$ cat config.mk
export PLATFORM = sky130hd
export DESIGN_NAME = boundary_scan_cells
export DESIGN_NICKNAME = d
export VERILOG_FILES = /design/src/design/bscan_pkg.sv /design/src/design/bscan_sync.sv /design/src/design/test_reset_flag_reg.sv /design/src/design/boundary_scan_cells.sv
export SDC_FILE = /design/constraint.sdc
export NUM_CORES = 1
export LEC_CHECK = 0
export ABC_CLOCK_PERIOD_IN_PS = 2630
export BUFFER_PORTS_ARGS = -buffer_cell sky130_fd_sc_hd__buf_2
export CORE_ASPECT_RATIO = 2
export CORE_MARGIN = 8
export CORE_UTILIZATION = 29
export CTS_BUF_LIST = sky130_fd_sc_hd__clkbuf_8
export DETAILED_ROUTE_END_ITERATION = 6
export SYNTH_ARGS = -nofsm -noshare
export SYNTH_HDL_FRONTEND = slang
export SYNTH_SLANG_ARGS = --single-unit
export TNS_END_PERCENT = 100
$ cat constraint.sdc
create_clock -name CLK -period 2.63 [get_ports CLK]
set_input_delay 0.263 -clock CLK [delete_from_list [all_inputs] [get_ports CLK]]
set_output_delay 0.263 -clock CLK [all_outputs]
set_load 0.01 [all_outputs]
$ cat src/design/bscan_pkg.sv
// Behaviour
// - Test reset flag (status bit 4) sets when the reset register's one forces reset.
// - Flag clears only by power-on reset or software writing zero to it.
// - Each bidirectional pin cell merges control, data and input into two stages.
// - Each pin also has a separate standard cell for its pull-up enable.
// - Scanned input data is the pin level, taken through the two flop synchroniser.
// - Scanned output data follows port bit; scanned control follows direction bit.
// - Scanned pull-up enable is pull-up-allowed AND input-direction AND port bit.
// - Alternate functions sit outside the cell, so capture sees the real pin level.
// - Analog pins go direct; cells sit on digital-to-analog boundary signals.
// - Observe-only cells watch the normal reset and high-voltage reset detections.
// - Each external oscillator: general cell on enable, observe cell on clock.
// - Timer oscillator is scanned the same way as the main clock sources.
// - Internal RC oscillator output is not in the chain.
// - Four enable/clock pairs are scanned; an unused clock line reads zero.
// - Internal load capacitor selection has no cell; fuses alone decide it.
// - Comparator idle, output and bandgap enable each have a scan cell.
// - With idle one and bandgap zero, scanned comparator output reads zero.
// - All scan registers shift least significant bit first, in and out.
// - Comparator boundary cells take the most significant chain positions.
// - The four test access pins have no cells in the chain.
package bscan_pkg;

    // Chain geometry
    localparam int CHAIN_LEN      = 106;
    localparam int NUM_PINS       = 31;
    localparam int PIN_PULLUP_OFS = 0;
    localparam int PIN_CTRL_OFS   = 1;
    localparam int PIN_DATA_OFS   = 2;

    // Fixed cell positions
    localparam int POS_CMP_IDLE   = 105;
    localparam int POS_CMP_OUT    = 104;
    localparam int POS_BG_EN      = 103;
    localparam int POS_RST_NORMAL = 78;
    localparam int POS_RST_HV     = 77;
    localparam int POS_TIMER_CK   = 76;
    localparam int POS_TIMER_EN   = 75;
    localparam int POS_EXT_EN     = 50;
    localparam int POS_OSC_EN     = 49;
    localparam int POS_LF_EN      = 48;
    localparam int POS_EXT_CK     = 47;
    localparam int POS_OSC_CK     = 46;
    localparam int POS_LF_CK      = 45;

    // Base position of each pin triple, pin index 0 first
    localparam int PIN_BASE [NUM_PINS] = '{
        0, 3, 6, 9, 12, 15, 18, 21,
        24, 27, 30,
        33, 36, 39, 42,
        51, 54, 57, 60, 63, 66, 69, 72,
        79, 82, 85, 88, 91, 94, 97, 100};

    // Register port
    localparam int             ADDR_W          = 8;
    localparam logic [7:0]     STATUS_ADDR     = 8'h34;
    localparam int             TEST_RESET_BIT  = 4;
    localparam logic [7:0]     STATUS_RESET    = 8'h00;
    localparam logic [7:0]     READ_UNMAPPED   = 8'h00;

    // System clock
    localparam int CLK_PERIOD_PS = 5000;

    // Scan controller state lines
    typedef struct packed {
        logic capture;
        logic shift;
        logic update;
        logic extest;
        logic sample;
        logic force_reset;
    } tap_ctl_t;

    // One bit per scanned clock source
    typedef struct packed {
        logic ext;
        logic osc;
        logic lf;
        logic timer;
    } clk_ctl_t;

    // Comparator boundary inputs
    typedef struct packed {
        logic idle;
        logic bandgap;
    } cmp_ctl_t;

    // Every input that arrives from outside the clock domain
    typedef struct packed {
        logic [NUM_PINS-1:0] pin_in;
        logic                tck;
        logic                tdi;
        tap_ctl_t            tap;
        logic                normal_reset_n;
        logic                hv_reset;
        clk_ctl_t            clk_line;
        logic                cmp_out;
        logic                power_on;
    } async_in_t;

    // Top module state
    typedef struct packed {
        logic                 tck_prev;
        logic [CHAIN_LEN-1:0] chain;
        logic [CHAIN_LEN-1:0] upd;
        logic                 reset_bit;
        logic                 tdo;
        logic [NUM_PINS-1:0]  pin_out;
        logic [NUM_PINS-1:0]  pin_oe_n;
        logic [NUM_PINS-1:0]  pin_pu;
        clk_ctl_t             osc_en;
        cmp_ctl_t             cmp;
        logic                 test_reset;
        logic [7:0]           rdata;
    } scan_state_t;

    // Pin triple base lookup
    function automatic int pin_base(input int idx);
        return PIN_BASE[idx];
    endfunction

endpackage

$ cat src/design/bscan_sync.sv
`timescale 1ns/1ps
module bscan_sync
    import bscan_pkg::*;
#(
    parameter int WIDTH = 1
) (
    // Clock and reset
    input  wire logic             clk,
    input  wire logic             srst,
    // Asynchronous in, synchronised out
    input  wire logic [WIDTH-1:0] d,
    output logic      [WIDTH-1:0] q
);

    typedef struct packed {
        logic [WIDTH-1:0] meta;
        logic [WIDTH-1:0] stable;
    } sync_state_t;

    sync_state_t s_reg;
    sync_state_t s_next;

    if (WIDTH < 1) begin : g_bad_width
        $error("bscan_sync needs WIDTH of at least one");
    end

    // First stage feeds only the second
    always_comb begin
        s_next        = s_reg;
        s_next.meta   = d;
        s_next.stable = s_reg.meta;
    end

    // Two flop chain
    always_ff @(posedge clk) begin
        if (srst) begin
            s_reg <= '0;
        end else begin
            s_reg <= s_next;
        end
    end

    assign q = s_reg.stable;

endmodule

$ cat src/design/test_reset_flag_reg.sv
`timescale 1ns/1ps
module test_reset_flag_reg
    import bscan_pkg::*;
(
    // Clock and reset
    input  wire logic clk,
    input  wire logic srst,
    // Events
    input  wire logic reset_forced,
    input  wire logic power_on,
    input  wire logic sw_clear,
    // Flag
    output logic      test_reset_flag
);

    typedef struct packed {
        logic flag;
    } flag_state_t;

    flag_state_t s_reg;
    flag_state_t s_next;

    // Set wins over any clear in the same cycle
    always_comb begin
        s_next = s_reg;
        if (reset_forced) begin
            s_next.flag = 1'b1;
        end else if (power_on || sw_clear) begin
            s_next.flag = 1'b0;
        end
    end

    // Flag register
    always_ff @(posedge clk) begin
        if (srst) begin
            s_reg <= '0;
        end else begin
            s_reg <= s_next;
        end
    end

    assign test_reset_flag = s_reg.flag;
endmodule

$ cat src/design/boundary_scan_cells.sv
// The address map and the address-and-strobe port are this design's own decisions.
`timescale 1ns/1ps
module boundary_scan_cells
    import bscan_pkg::*;
(
    // System clock and reset
    input  wire logic                CLK,
    input  wire logic                SRST,
    // Scan link from the test controller, asynchronous
    input  wire logic                TCK,
    input  wire logic                TDI,
    input  wire tap_ctl_t            TAP_CTL,
    output logic                     TDO,
    // Port pins
    input  wire logic [NUM_PINS-1:0] PIN_IN,
    output logic      [NUM_PINS-1:0] PIN_OUT,
    output logic      [NUM_PINS-1:0] PIN_OE_N,
    output logic      [NUM_PINS-1:0] PIN_PULLUP_EN,
    // Port logic, same clock domain
    input  wire logic [NUM_PINS-1:0] PORT_OUTPUT_REGISTER,
    input  wire logic [NUM_PINS-1:0] DIRECTION_REGISTER_BIT,
    input  wire logic                GLOBAL_PULLUP_DISABLE,
    // Reset detectors, asynchronous
    input  wire logic                NORMAL_RESET_N,
    input  wire logic                HV_RESET,
    input  wire logic                POWER_ON_RESET,
    output logic                     TEST_RESET_OUT,
    // Clock sources
    input  wire clk_ctl_t            SYS_OSC_ENABLE,
    input  wire clk_ctl_t            CLOCK_LINE,
    output clk_ctl_t                 OSC_ENABLE,
    // Analog comparator boundary
    input  wire cmp_ctl_t            SYS_CMP_CTL,
    input  wire logic                COMPARATOR_OUTPUT,
    output cmp_ctl_t                 CMP_CTL,
    // Register port
    input  wire logic [ADDR_W-1:0]   REG_ADDR,
    input  wire logic [7:0]          REG_WDATA,
    input  wire logic                REG_WR,
    input  wire logic                REG_RD,
    output logic      [7:0]          REG_RDATA
);

    scan_state_t          s_reg;
    scan_state_t          s_next;
    async_in_t            raw_in;
    async_in_t            sy;
    logic [CHAIN_LEN-1:0] cap;
    logic                 tck_rise;
    logic                 bscan_sel;
    logic                 reset_forced;
    logic                 sw_clear;
    logic                 flag;
    logic                 pu_sys;
    logic                 oe_eff;
    clk_ctl_t             en_eff;
    cmp_ctl_t             cmp_eff;
    int                   b;

    // Gather asynchronous inputs into one bundle
    always_comb begin
        raw_in                = '0;
        raw_in.pin_in         = PIN_IN;
        raw_in.tck            = TCK;
        raw_in.tdi            = TDI;
        raw_in.tap            = TAP_CTL;
        raw_in.normal_reset_n = NORMAL_RESET_N;
        raw_in.hv_reset       = HV_RESET;
        raw_in.clk_line       = CLOCK_LINE;
        raw_in.cmp_out        = COMPARATOR_OUTPUT;
        raw_in.power_on       = POWER_ON_RESET;
    end

    // Two flop synchroniser for every outside input
    bscan_sync #(
        .WIDTH ($bits(async_in_t))
    ) u_sync (
        .clk  (CLK),
        .srst (SRST),
        .d    (raw_in),
        .q    (sy)
    );

    // Test clock edge and instruction decode
    assign tck_rise     = sy.tck & ~s_reg.tck_prev;
    assign bscan_sel    = sy.tap.extest | sy.tap.sample;
    assign reset_forced = s_reg.reset_bit & sy.tap.force_reset;
    assign sw_clear     = REG_WR && (REG_ADDR == STATUS_ADDR) && !REG_WDATA[TEST_RESET_BIT];

    // Status flag keeper
    test_reset_flag_reg u_flag (
        .clk             (CLK),
        .srst            (SRST),
        .reset_forced    (reset_forced),
        .power_on        (sy.power_on),
        .sw_clear        (sw_clear),
        .test_reset_flag (flag)
    );

    // Cell behaviour, output muxing and register reads
    always_comb begin
        s_next          = s_reg;
        cap             = '0;
        b               = 0;
        pu_sys          = 1'b0;
        oe_eff          = 1'b0;
        s_next.tck_prev = sy.tck;

        // Effective clock enables and comparator inputs
        if (sy.tap.extest) begin
            en_eff.ext    = s_reg.upd[POS_EXT_EN];
            en_eff.osc    = s_reg.upd[POS_OSC_EN];
            en_eff.lf     = s_reg.upd[POS_LF_EN];
            en_eff.timer  = s_reg.upd[POS_TIMER_EN];
            cmp_eff.idle    = s_reg.upd[POS_CMP_IDLE];
            cmp_eff.bandgap = s_reg.upd[POS_BG_EN];
        end else begin
            en_eff  = SYS_OSC_ENABLE;
            cmp_eff = SYS_CMP_CTL;
        end
        s_next.osc_en = en_eff;
        s_next.cmp    = cmp_eff;

        // Pin cells: pull-up cell plus two stage bidirectional cell
        for (int i = 0; i < NUM_PINS; i++) begin
            b      = pin_base(i);
            pu_sys = ~GLOBAL_PULLUP_DISABLE & ~DIRECTION_REGISTER_BIT[i]
                     & PORT_OUTPUT_REGISTER[i];
            if (sy.tap.extest) begin
                s_next.pin_out[i]  = s_reg.upd[b + PIN_DATA_OFS];
                s_next.pin_oe_n[i] = ~s_reg.upd[b + PIN_CTRL_OFS];
                s_next.pin_pu[i]   = s_reg.upd[b + PIN_PULLUP_OFS];
                oe_eff             = s_reg.upd[b + PIN_CTRL_OFS];
            end else begin
                s_next.pin_out[i]  = PORT_OUTPUT_REGISTER[i];
                s_next.pin_oe_n[i] = ~DIRECTION_REGISTER_BIT[i];
                s_next.pin_pu[i]   = pu_sys;
                oe_eff             = DIRECTION_REGISTER_BIT[i];
            end
            cap[b + PIN_DATA_OFS]   = sy.pin_in[i];
            cap[b + PIN_CTRL_OFS]   = oe_eff;
            cap[b + PIN_PULLUP_OFS] = sy.tap.extest ? s_reg.upd[b + PIN_PULLUP_OFS]
                                                    : pu_sys;
        end

        // Reset detectors, observe only
        cap[POS_RST_NORMAL] = sy.normal_reset_n;
        cap[POS_RST_HV]     = sy.hv_reset;

        // Clock enables and clock lines; an unused line reads zero
        cap[POS_EXT_EN]   = en_eff.ext;
        cap[POS_OSC_EN]   = en_eff.osc;
        cap[POS_LF_EN]    = en_eff.lf;
        cap[POS_TIMER_EN] = en_eff.timer;
        cap[POS_EXT_CK]   = sy.clk_line.ext & en_eff.ext;
        cap[POS_OSC_CK]   = sy.clk_line.osc & en_eff.osc;
        cap[POS_LF_CK]    = sy.clk_line.lf & en_eff.lf;
        cap[POS_TIMER_CK] = sy.clk_line.timer & en_eff.timer;

        // Comparator boundary at the top of the chain
        cap[POS_CMP_IDLE] = cmp_eff.idle;
        cap[POS_CMP_OUT]  = sy.cmp_out & ~cmp_eff.idle;
        cap[POS_BG_EN]    = cmp_eff.bandgap;

        // Chain actions on each test clock rising edge under external test or sample
        if (tck_rise && bscan_sel) begin
            if (sy.tap.capture) begin
                s_next.chain = cap;
            end else if (sy.tap.shift) begin
                s_next.chain = {sy.tdi, s_reg.chain[CHAIN_LEN-1:1]};
            end else if (sy.tap.update) begin
                s_next.upd = s_reg.chain;
            end
        end

        // One bit reset register, not latched
        if (tck_rise && sy.tap.force_reset && sy.tap.shift) begin
            s_next.reset_bit = sy.tdi;
        end
        s_next.test_reset = s_reg.reset_bit;

        // Serial output, least significant bit first
        s_next.tdo = sy.tap.force_reset ? s_reg.reset_bit : s_reg.chain[0];

        // Register read data for the cycle after the strobe
        if (REG_RD && (REG_ADDR == STATUS_ADDR)) begin
            s_next.rdata                 = STATUS_RESET;
            s_next.rdata[TEST_RESET_BIT] = flag;
        end else begin
            s_next.rdata = READ_UNMAPPED;
        end
    end

    // State register
    always_ff @(posedge CLK) begin
        if (SRST) begin
            s_reg <= '0;
        end else begin
            s_reg <= s_next;
        end
    end

    // Outputs straight from flops
    assign TDO            = s_reg.tdo;
    assign PIN_OUT        = s_reg.pin_out;
    assign PIN_OE_N       = s_reg.pin_oe_n;
    assign PIN_PULLUP_EN  = s_reg.pin_pu;
    assign OSC_ENABLE     = s_reg.osc_en;
    assign CMP_CTL        = s_reg.cmp;
    assign TEST_RESET_OUT = s_reg.test_reset;
    assign REG_RDATA      = s_reg.rdata;
endmodule

* Word-level counts from Yosys, hierarchy flattened
Index checks and enable logic that the tools add are counted.
Word-level totals: register bits after elaboration 418, output and inout bits 109, word-level logic and storage cells 303
Operators by class: eq/ne operators 1, multiplexer cells 131, bitwise logic cells 138, reductions and logical operators 13
Operator list (number):
- $mux W106 | 2
- $mux W1 | 127
- $and A1 B1 Y1 | 69
- $not A1 Y1 | 68
- $eq A8 B6 Y1 const B | 1
- $logic_and A1 B1 Y1 | 6
- $mux W4 | 1
- $reduce_and A4 Y1 | 1
- $reduce_bool A2 Y1 | 2
- $mux W2 | 1
- $reduce_and A2 Y1 | 1
- $reduce_or A2 Y1 | 1
- $logic_not A1 Y1 | 1
- $logic_or A1 B1 Y1 | 1
- $or A1 B1 Y1 | 1

* Depth between registers and ports, before layout
Gate-level depths: netlist (run 1).
depth in word-level cells 6, mapped depth 7

* Cells and area by module
From an unflattened synthesis (run 1), not the netlist that was laid out.
Unflattened totals: cells, all modules 1800, area total of the unflattened synthesis 17214.0 um^2
Modules (own cells, without submodules):
- boundary_scan_cells | times used 1, cells an instance 1598, area each 14616.5 um^2
- bscan_sync | times used 1, cells an instance 198, area each 2560.0 um^2
- test_reset_flag_reg | times used 1, cells an instance 4, area each 37.5 um^2

* Least setup slack after synthesis (run 1)
No wires, ideal clock.
path type register to register, start point register u_sync.s_reg, in the netlist u_sync.q[12], end point register s_reg[113] in the netlist's numbering, data arrival time 1.517 ns, slack 0.980 ns, cell stages (with the launch flop) 8, buffers on the path 4, cells stage by stage dfxtp_1 buf_2 or3b_1 clkbuf_1 buf_2 buf_2 o31ai_1 a21oi_1
On the way: word-level cells in the longest chain between the ends 2
RTL lines:
- start: declaration | line bscan_sync.sv:20 | sync_state_t s_reg;
- start signal: assignment | line bscan_sync.sv:39 | s_reg <= s_next;
- $not A1 Y1 (no line)
- $reduce_and A4 Y1 (no line)
- end signal: assignment | line boundary_scan_cells.sv:199 | s_reg <= s_next;
- end: declaration | line boundary_scan_cells.sv:44 | scan_state_t s_reg;
No other way between the ends. A chain may end at the register's enable or synchronous reset.

* Final worst setup path (run 1)
start point register u_sync.s_reg, in the netlist u_sync.q[12], end point register s_reg[149] in the netlist's numbering
Same word-level chain as after synthesis.

==> impl_metrics.yaml, run 1 <==
floorplanning:
  core_region_area_um2: 58800
  rows: 126
  floorplan.initialDensity_pct: 29.2
  floorplan.die_area_um2: 67600
  fp.dieW_um: 188
  ios: 245
  die_h_um: 360
route:
  detailedRoute.firstPassIterationCount: 5
  wire_per_inst_um: 19.4
  ant_nets: 0
  route.final.wire_length_um: 53200
  routed-via-count: 14584
  vias_per_cell: 5.31
  first_iter_violations: 979
  drc_errors: 0
power:
  p_sw_w: 0.00344
  switching_share_pct: 26.4
  cellPowerDensity_nw_per_um2: 631
  p_comb_share_pct: 9.5
  power.share.clock_pct: 41.9
  p_seq_share_pct: 48.7
  p_int_w: 0.00960
  worst_ir_drop_vdd_v: 0.000542
  power.leakage_nw: 7.16
place:
  dp_hpwl_um: 31900
  port_buffers: 230
  gp_routability_congestion: 0.754
  dpl.cell_count: 2519
yosys:
  synth-seq-cells: 404
  synth_sequential_area_ratio_pct: 47.2
  synthTopCellsByArea: "sky130_fd_sc_hd__dfxtp_1, sky130_fd_sc_hd__a21oi_1, sky130_fd_sc_hd__o31ai_1"
  syn_area_um2: 17100
  postSynth.topFlopCell: "sky130_fd_sc_hd__dfxtp_1"
  synth_top_cells_by_count: "sky130_fd_sc_hd__dfxtp_1, sky130_fd_sc_hd__a21oi_1, sky130_fd_sc_hd__o31ai_1, sky130_fd_sc_hd__clkbuf_1, sky130_fd_sc_hd__nor2b_1"
  synth_cell_type_count: 38
  synth-edff-count: 0
  yosysMostFrequentCell: "sky130_fd_sc_hd__dfxtp_1"
  yosysWarningCount: 0
  synth_top_area_share_pct: 47.2
  synthArstFlopShare_pct: 0
  syn-instance-count: 1797
  post_synthesis_area_per_instance_um2: 9.54
  yosysTopAreaCell: "sky130_fd_sc_hd__dfxtp_1"
timing:
  worst_hold_slack_ps: 74.5
  min_period_ps: 2030
  timing.slew.headroom_pct: 28.7
  slew_violations: 0
  worst_clock_skew_ps: 31.0
  fin_tns_setup_ps: 0
  report.final.hold_viol_count: 0
  fmaxAchievable_mhz: 492
  timing_worst_slew_pin_value_ps: 1070
  report.final.setup_viol: 0
  finalCritPeriodShare_pct: 77.3
  grt_setup_unrepaired: "no"
layout:
  final-instance-count-excl-fill: 2749
  syn2layout_area_growth_pct: 20.5
  fraction_of_final_layout_cells_sized_beyond_drive_strength_1_pct: 19.2
  layout.nets: 2070
  largest_reg_flops: 206
setup_path:
  worst-setup-path-type: "flop to flop"
  critical_path.startpoint_type: "flop"
  crit_path_max_fanout: 48
  worst-endpoint-required_ps: 3160
  endpoint_kind: "flop"
  cp_data_arrival_time_ps: 2560
run_status:
  outcome: "finished, final reports clean"
clock_tree:
  clk_path_buf_depth: 3
  numCtsBuffers: 66
  clk-insertion-delay-late_ps: 620
  tritoncts: "built"
  post_cts.repair.setup_buffers: 0
  cts_root_buffer: "sky130_fd_sc_hd__clkbuf_8"
  htreeDepth: 3
  path_clk_slew_ps: 60
  cts_repair_resize_count: 0
  cts.hold.buffers_added: 115
  numClockSinks: 404
flow_run:
  drv_cap: 0
hold_path:
  hp-class: "primary input to flop"
global_route:
  grt_overflow_total: 0
  grt_max_degree: 93
  grt_first_pass_wirelength_um: 83900
  first_global_vias: 15253
  antenna_found_initial: 9
  gr-usage-all-layers_pct: 15.3
==> metrics by stage <==
step / util [%] / setup WS (ps) / power (W) / cell area (um^2)
finish: 35.1 / 598 / 0.0130 / 20700
floorplan: - / 980 / 0.00720 / 17200
CTS: 35.1 / 596 / 0.0133 / 20600
detailed placement: 31.0 / 594 / 0.00758 / 18200
global placement: 31.0 / 605 / 0.00757 / 18200
global route: 35.1 / 466 / 0.0136 / 20600
==> power by group through the flow <==
stage,combinational [W],sequential (W),clock [W]
global route,0.00133,0.00635,0.00596
global placement,0.00110,0.00648,0
finish,0.00123,0.00634,0.00546
CTS,0.00124,0.00634,0.00570
floorplan,0.000768,0.00644,0
detailed placement,0.00111,0.00648,0
==> cells by family after synthesis <==
group | share of synthesized area, %
AO/OA/AOI/OAI | 24.3
flip-flops | 47.2
AND/OR/NAND/NOR | 12.6
buffers and inverters | 9.91
multiplexers | 5.96
other | 0.0219
==> worst max-delay path, cell delays in order (launching register included) <==
cell and delay (ps):
sky130_fd_sc_hd__dfxtp_4 770, sky130_fd_sc_hd__or3b_4 250, sky130_fd_sc_hd__buf_4 520, sky130_fd_sc_hd__o31ai_1 140, sky130_fd_sc_hd__a21oi_1 190
==> area by class of cell <==
cell class              count  area, um^2
fillers                  5961       38200
flip-flops and latches    404        8100
multi-input cells        1074        7420
repair buffers            383        2860
clock buffers              80        1100
well taps                 768         961
clock inverters            32         181
inverters                   5        18.8
diodes                      3        7.51
==> routing by layer <==
| metal | up-vias | wire [um] | global-route usage, % |
|---|---|---|---|
| li1 | 6843 | - | - |
| met1 | 7028 | 21200 | 17.2 |
| met2 | 564 | 26800 | 26.6 |
| met3 | 143 | 3160 | 3.28 |
| met4 | 6 | 1990 | 8.11 |
| met5 | - | 40 | 0 |
==> cells in the final DEF (no fill, tap or decap), drive strengths merged, types with 5 or more instances in the layout <==
cell	count
a2111o	67
a211oi	33
a21boi	30
a21o	6
a21oi	266
a311oi	5
a31oi	38
buf	268
clkbuf	80
conb	7
dfxtp	404
dlygate4sd3	115
inv	28
mux2i	102
nand2	32
nand4	100
nor2	42
nor2b	128
o31ai	167
or4b	30
==> worst paths after layout <==
kind	from	end	slack, ps	depth (start not counted)
max reg2reg	u_sync.q[12]	s_reg[149]	600	4
min reg2reg	u_sync.s_next[23]	u_sync.q[23]	420	1
min	SYS_OSC_ENABLE[2]	OSC_ENABLE[2]	70	3
max	u_sync.q[12]	s_reg[149]	600	4
Power figures use the tool's default switching activity.
==> run 2, diff against run 1 <==
--- a/config.mk
+++ b/config.mk
@@ -5,7 +5,7 @@
 export SDC_FILE = /design/constraint.sdc
 export NUM_CORES = 1
 export LEC_CHECK = 0
-export ABC_CLOCK_PERIOD_IN_PS = 2630
+export ABC_CLOCK_PERIOD_IN_PS = 2100
 export BUFFER_PORTS_ARGS = -buffer_cell sky130_fd_sc_hd__buf_2
 export CORE_ASPECT_RATIO = 2
 export CORE_MARGIN = 8
==> constraint.sdc (replaced) <==
create_clock -name CLK -period 2.1 [get_ports CLK]
set_input_delay 0.21 -clock CLK [delete_from_list [all_inputs] [get_ports CLK]]
set_output_delay 0.21 -clock CLK [all_outputs]
set_load 0.01 [all_outputs]
==> run 2 against run 1 <==
Clock skew is 0.81 ps higher; hold slack better by 200 ps; highest routed layer unchanged; non-clock buffer count is 28 higher; core utilization is 0.60 points higher; flip-flop and latch count stayed put; final area is 1.7% higher; first-iteration DRC count is 2.0% lower.
==> impl_metrics.yaml, run 2 (synthesis results as in run 1) <==
layout:
  most-common-layout-cells: "sky130_fd_sc_hd__dfxtp_1, sky130_fd_sc_hd__a21oi_1, sky130_fd_sc_hd__buf_2, sky130_fd_sc_hd__o31ai_1, sky130_fd_sc_hd__dlygate4sd3_1"
  fraction_of_final_layout_cells_sized_beyond_drive_strength_1_pct: 19.6
  fillerInstances: 5861
  largest_reg_flops: 206
  final_area_um2: 21000
  layout.nets: 2094
  syn2layout_area_growth_pct: 22.6
  layout.cells.most_common: "sky130_fd_sc_hd__dfxtp_1"
  final-instance-count-excl-fill: 2775
route:
  ant_nets: 0
  route.final.wire_length_um: 53100
  drc_errors: 0
  routed-via-count: 14575
  first_iter_violations: 959
  detailedRoute.firstPassIterationCount: 5
  vias_per_cell: 5.25
  wire_per_inst_um: 19.1
clock_tree:
  clk-insertion-delay-late_ps: 650
  htreeDepth: 2
  path_clk_slew_ps: 70
  cts_root_buffer: "sky130_fd_sc_hd__clkbuf_8"
  numClockSinks: 404
  clk_path_buf_depth: 3
  numCtsBuffers: 61
  tritoncts: "built"
setup_path:
  r2r.worst_path.cells: 4
  worst-setup-path-type: "flop to flop"
  endpoint_kind: "flop"
  timing.rr.start: "u_sync.q[10]"
  worst_r2r_endpoint: "PIN_PULLUP_EN[4]"
  worst-endpoint-required_ps: 2670
  setup.reg_to_reg.worst_slack_ps: 150
  crit_path_max_fanout: 58
  cp_data_arrival_time_ps: 2520
  critical_path.startpoint_type: "flop"
timing:
  timing.slew.headroom_pct: 42.3
  report.final.hold_viol_count: 0
  grt_setup_unrepaired: "no"
  slew_violations: 0
  worst_clock_skew_ps: 31.8
  fin_tns_setup_ps: 0
  timing_worst_slew_pin_value_ps: 864
  min_period_ps: 1950
  finalCritPeriodShare_pct: 92.9
  fmaxAchievable_mhz: 512
  report.final.setup_viol: 0
floorplanning:
  rows: 126
  floorplan.initialDensity_pct: 29.2
  die_h_um: 360
  floorplan.die_area_um2: 67600
  ios: 245
  fp.dieW_um: 188
  core_region_area_um2: 58800
hold_path:
  hp-class: "primary input to flop"
  hold_path_depth: 3
  holdCritStartpoint: "GLOBAL_PULLUP_DISABLE"
  whs_endpoint: "PIN_PULLUP_EN[21]"
global_route:
  grt_first_pass_wirelength_um: 84600
  first_global_vias: 15477
  antenna_found_initial: 7
  grt_max_degree: 93
  use_met2_pct: 26.7
  grtUsageMet1_pct: 17.3
  met3_usage_pct: 2.96
  gr-max-usage-layer: "met2"
  grt_overflow_total: 0
  gr-usage-all-layers_pct: 15.2
power:
  switching_share_pct: 25.0
  p_int_w: 0.0127
  worst_ir_drop_vdd_v: 0.000520
  power.leakage_nw: 7.35
  p_comb_share_pct: 9.4
  power.share.clock_pct: 43.8
  p_seq_share_pct: 46.7
  cellPowerDensity_nw_per_um2: 807
  post_route_total_power_w: 0.0170
  p_sw_w: 0.00424
place:
  post_detailed_placement_cell_area_um2: 18300
  dp_hpwl_um: 32700
  gp_routability_congestion: 0.737
  port_buffers: 230
  dpl.cell_count: 2531
flow_run:
  drv_cap: 0
run_status:
  outcome: "finished, final reports clean"
==> run 2: worst max-delay path, stage by stage (launching register included) <==
cell,delay [ps]
sky130_fd_sc_hd__dfxtp_4,390
sky130_fd_sc_hd__buf_12,190
sky130_fd_sc_hd__or4b_4,560
sky130_fd_sc_hd__a21oi_1,140
sky130_fd_sc_hd__dlygate4sd3_1,570
==> run 2: cell type report <==
type,instances,area [um^2],area share [%]
flip-flops and latches,404,8100,38.6
multi-input cells,1075,7430,35.4
repair buffers,411,3100,14.7
clock buffers,73,1000,4.78
well taps,768,961,4.57
clock inverters,36,389,1.85
inverters,5,18.8,0.0893
diodes,3,7.51,0.0357
==> run 2: power groups by stage <==
stage / clock (W) / combinational (W) / sequential, W
finish: 0.00743 / 0.00160 / 0.00792
global route: 0.00798 / 0.00173 / 0.00794
CTS: 0.00769 / 0.00161 / 0.00793
detailed placement: 0 / 0.00142 / 0.00810
global placement: 0 / 0.00141 / 0.00810
floorplan: 0 / 0.000961 / 0.00806
==> run 2: worst max path at each step <==
stage	start	endpoint	slack, ps
CTS	u_sync.q[10]	s_reg[124]	80
global route	u_sync.q[10]	PIN_PULLUP_EN[4]	60
finish	u_sync.q[10]	PIN_PULLUP_EN[4]	150
global placement	GLOBAL_PULLUP_DISABLE	s_reg[249]	130
detailed placement	u_sync.q[10]	s_reg[124]	110
floorplan	u_sync.q[12]	s_reg[119]	450
==> run 2: timing repair <==
item | 4_1_cts | 5_1_grt
hold buffers | 131 | 0
setup endpoints to repair | 0 | 10
hold endpoints to repair | 184 | 0
resized for setup | 0 | 0
setup buffers | 0 | 0
==> run 2: layer usage <==
metal  wire [um]  up-vias
met1       21200     7047
met2       26800      529
met5          13        -
li1            -     6882
met3        3060      115
met4        1980        2
==> run 2: through the flow <==
stage                     utilization (%)  hold WS, ps  setup WS, ps
after floorplan                         -          338           450
after CTS                            35.7          213          78.5
final                                35.7          278           148
after detailed placement             31.1          423           111
after global placement               31.1          421           131
after global routing                 35.7          260          64.3
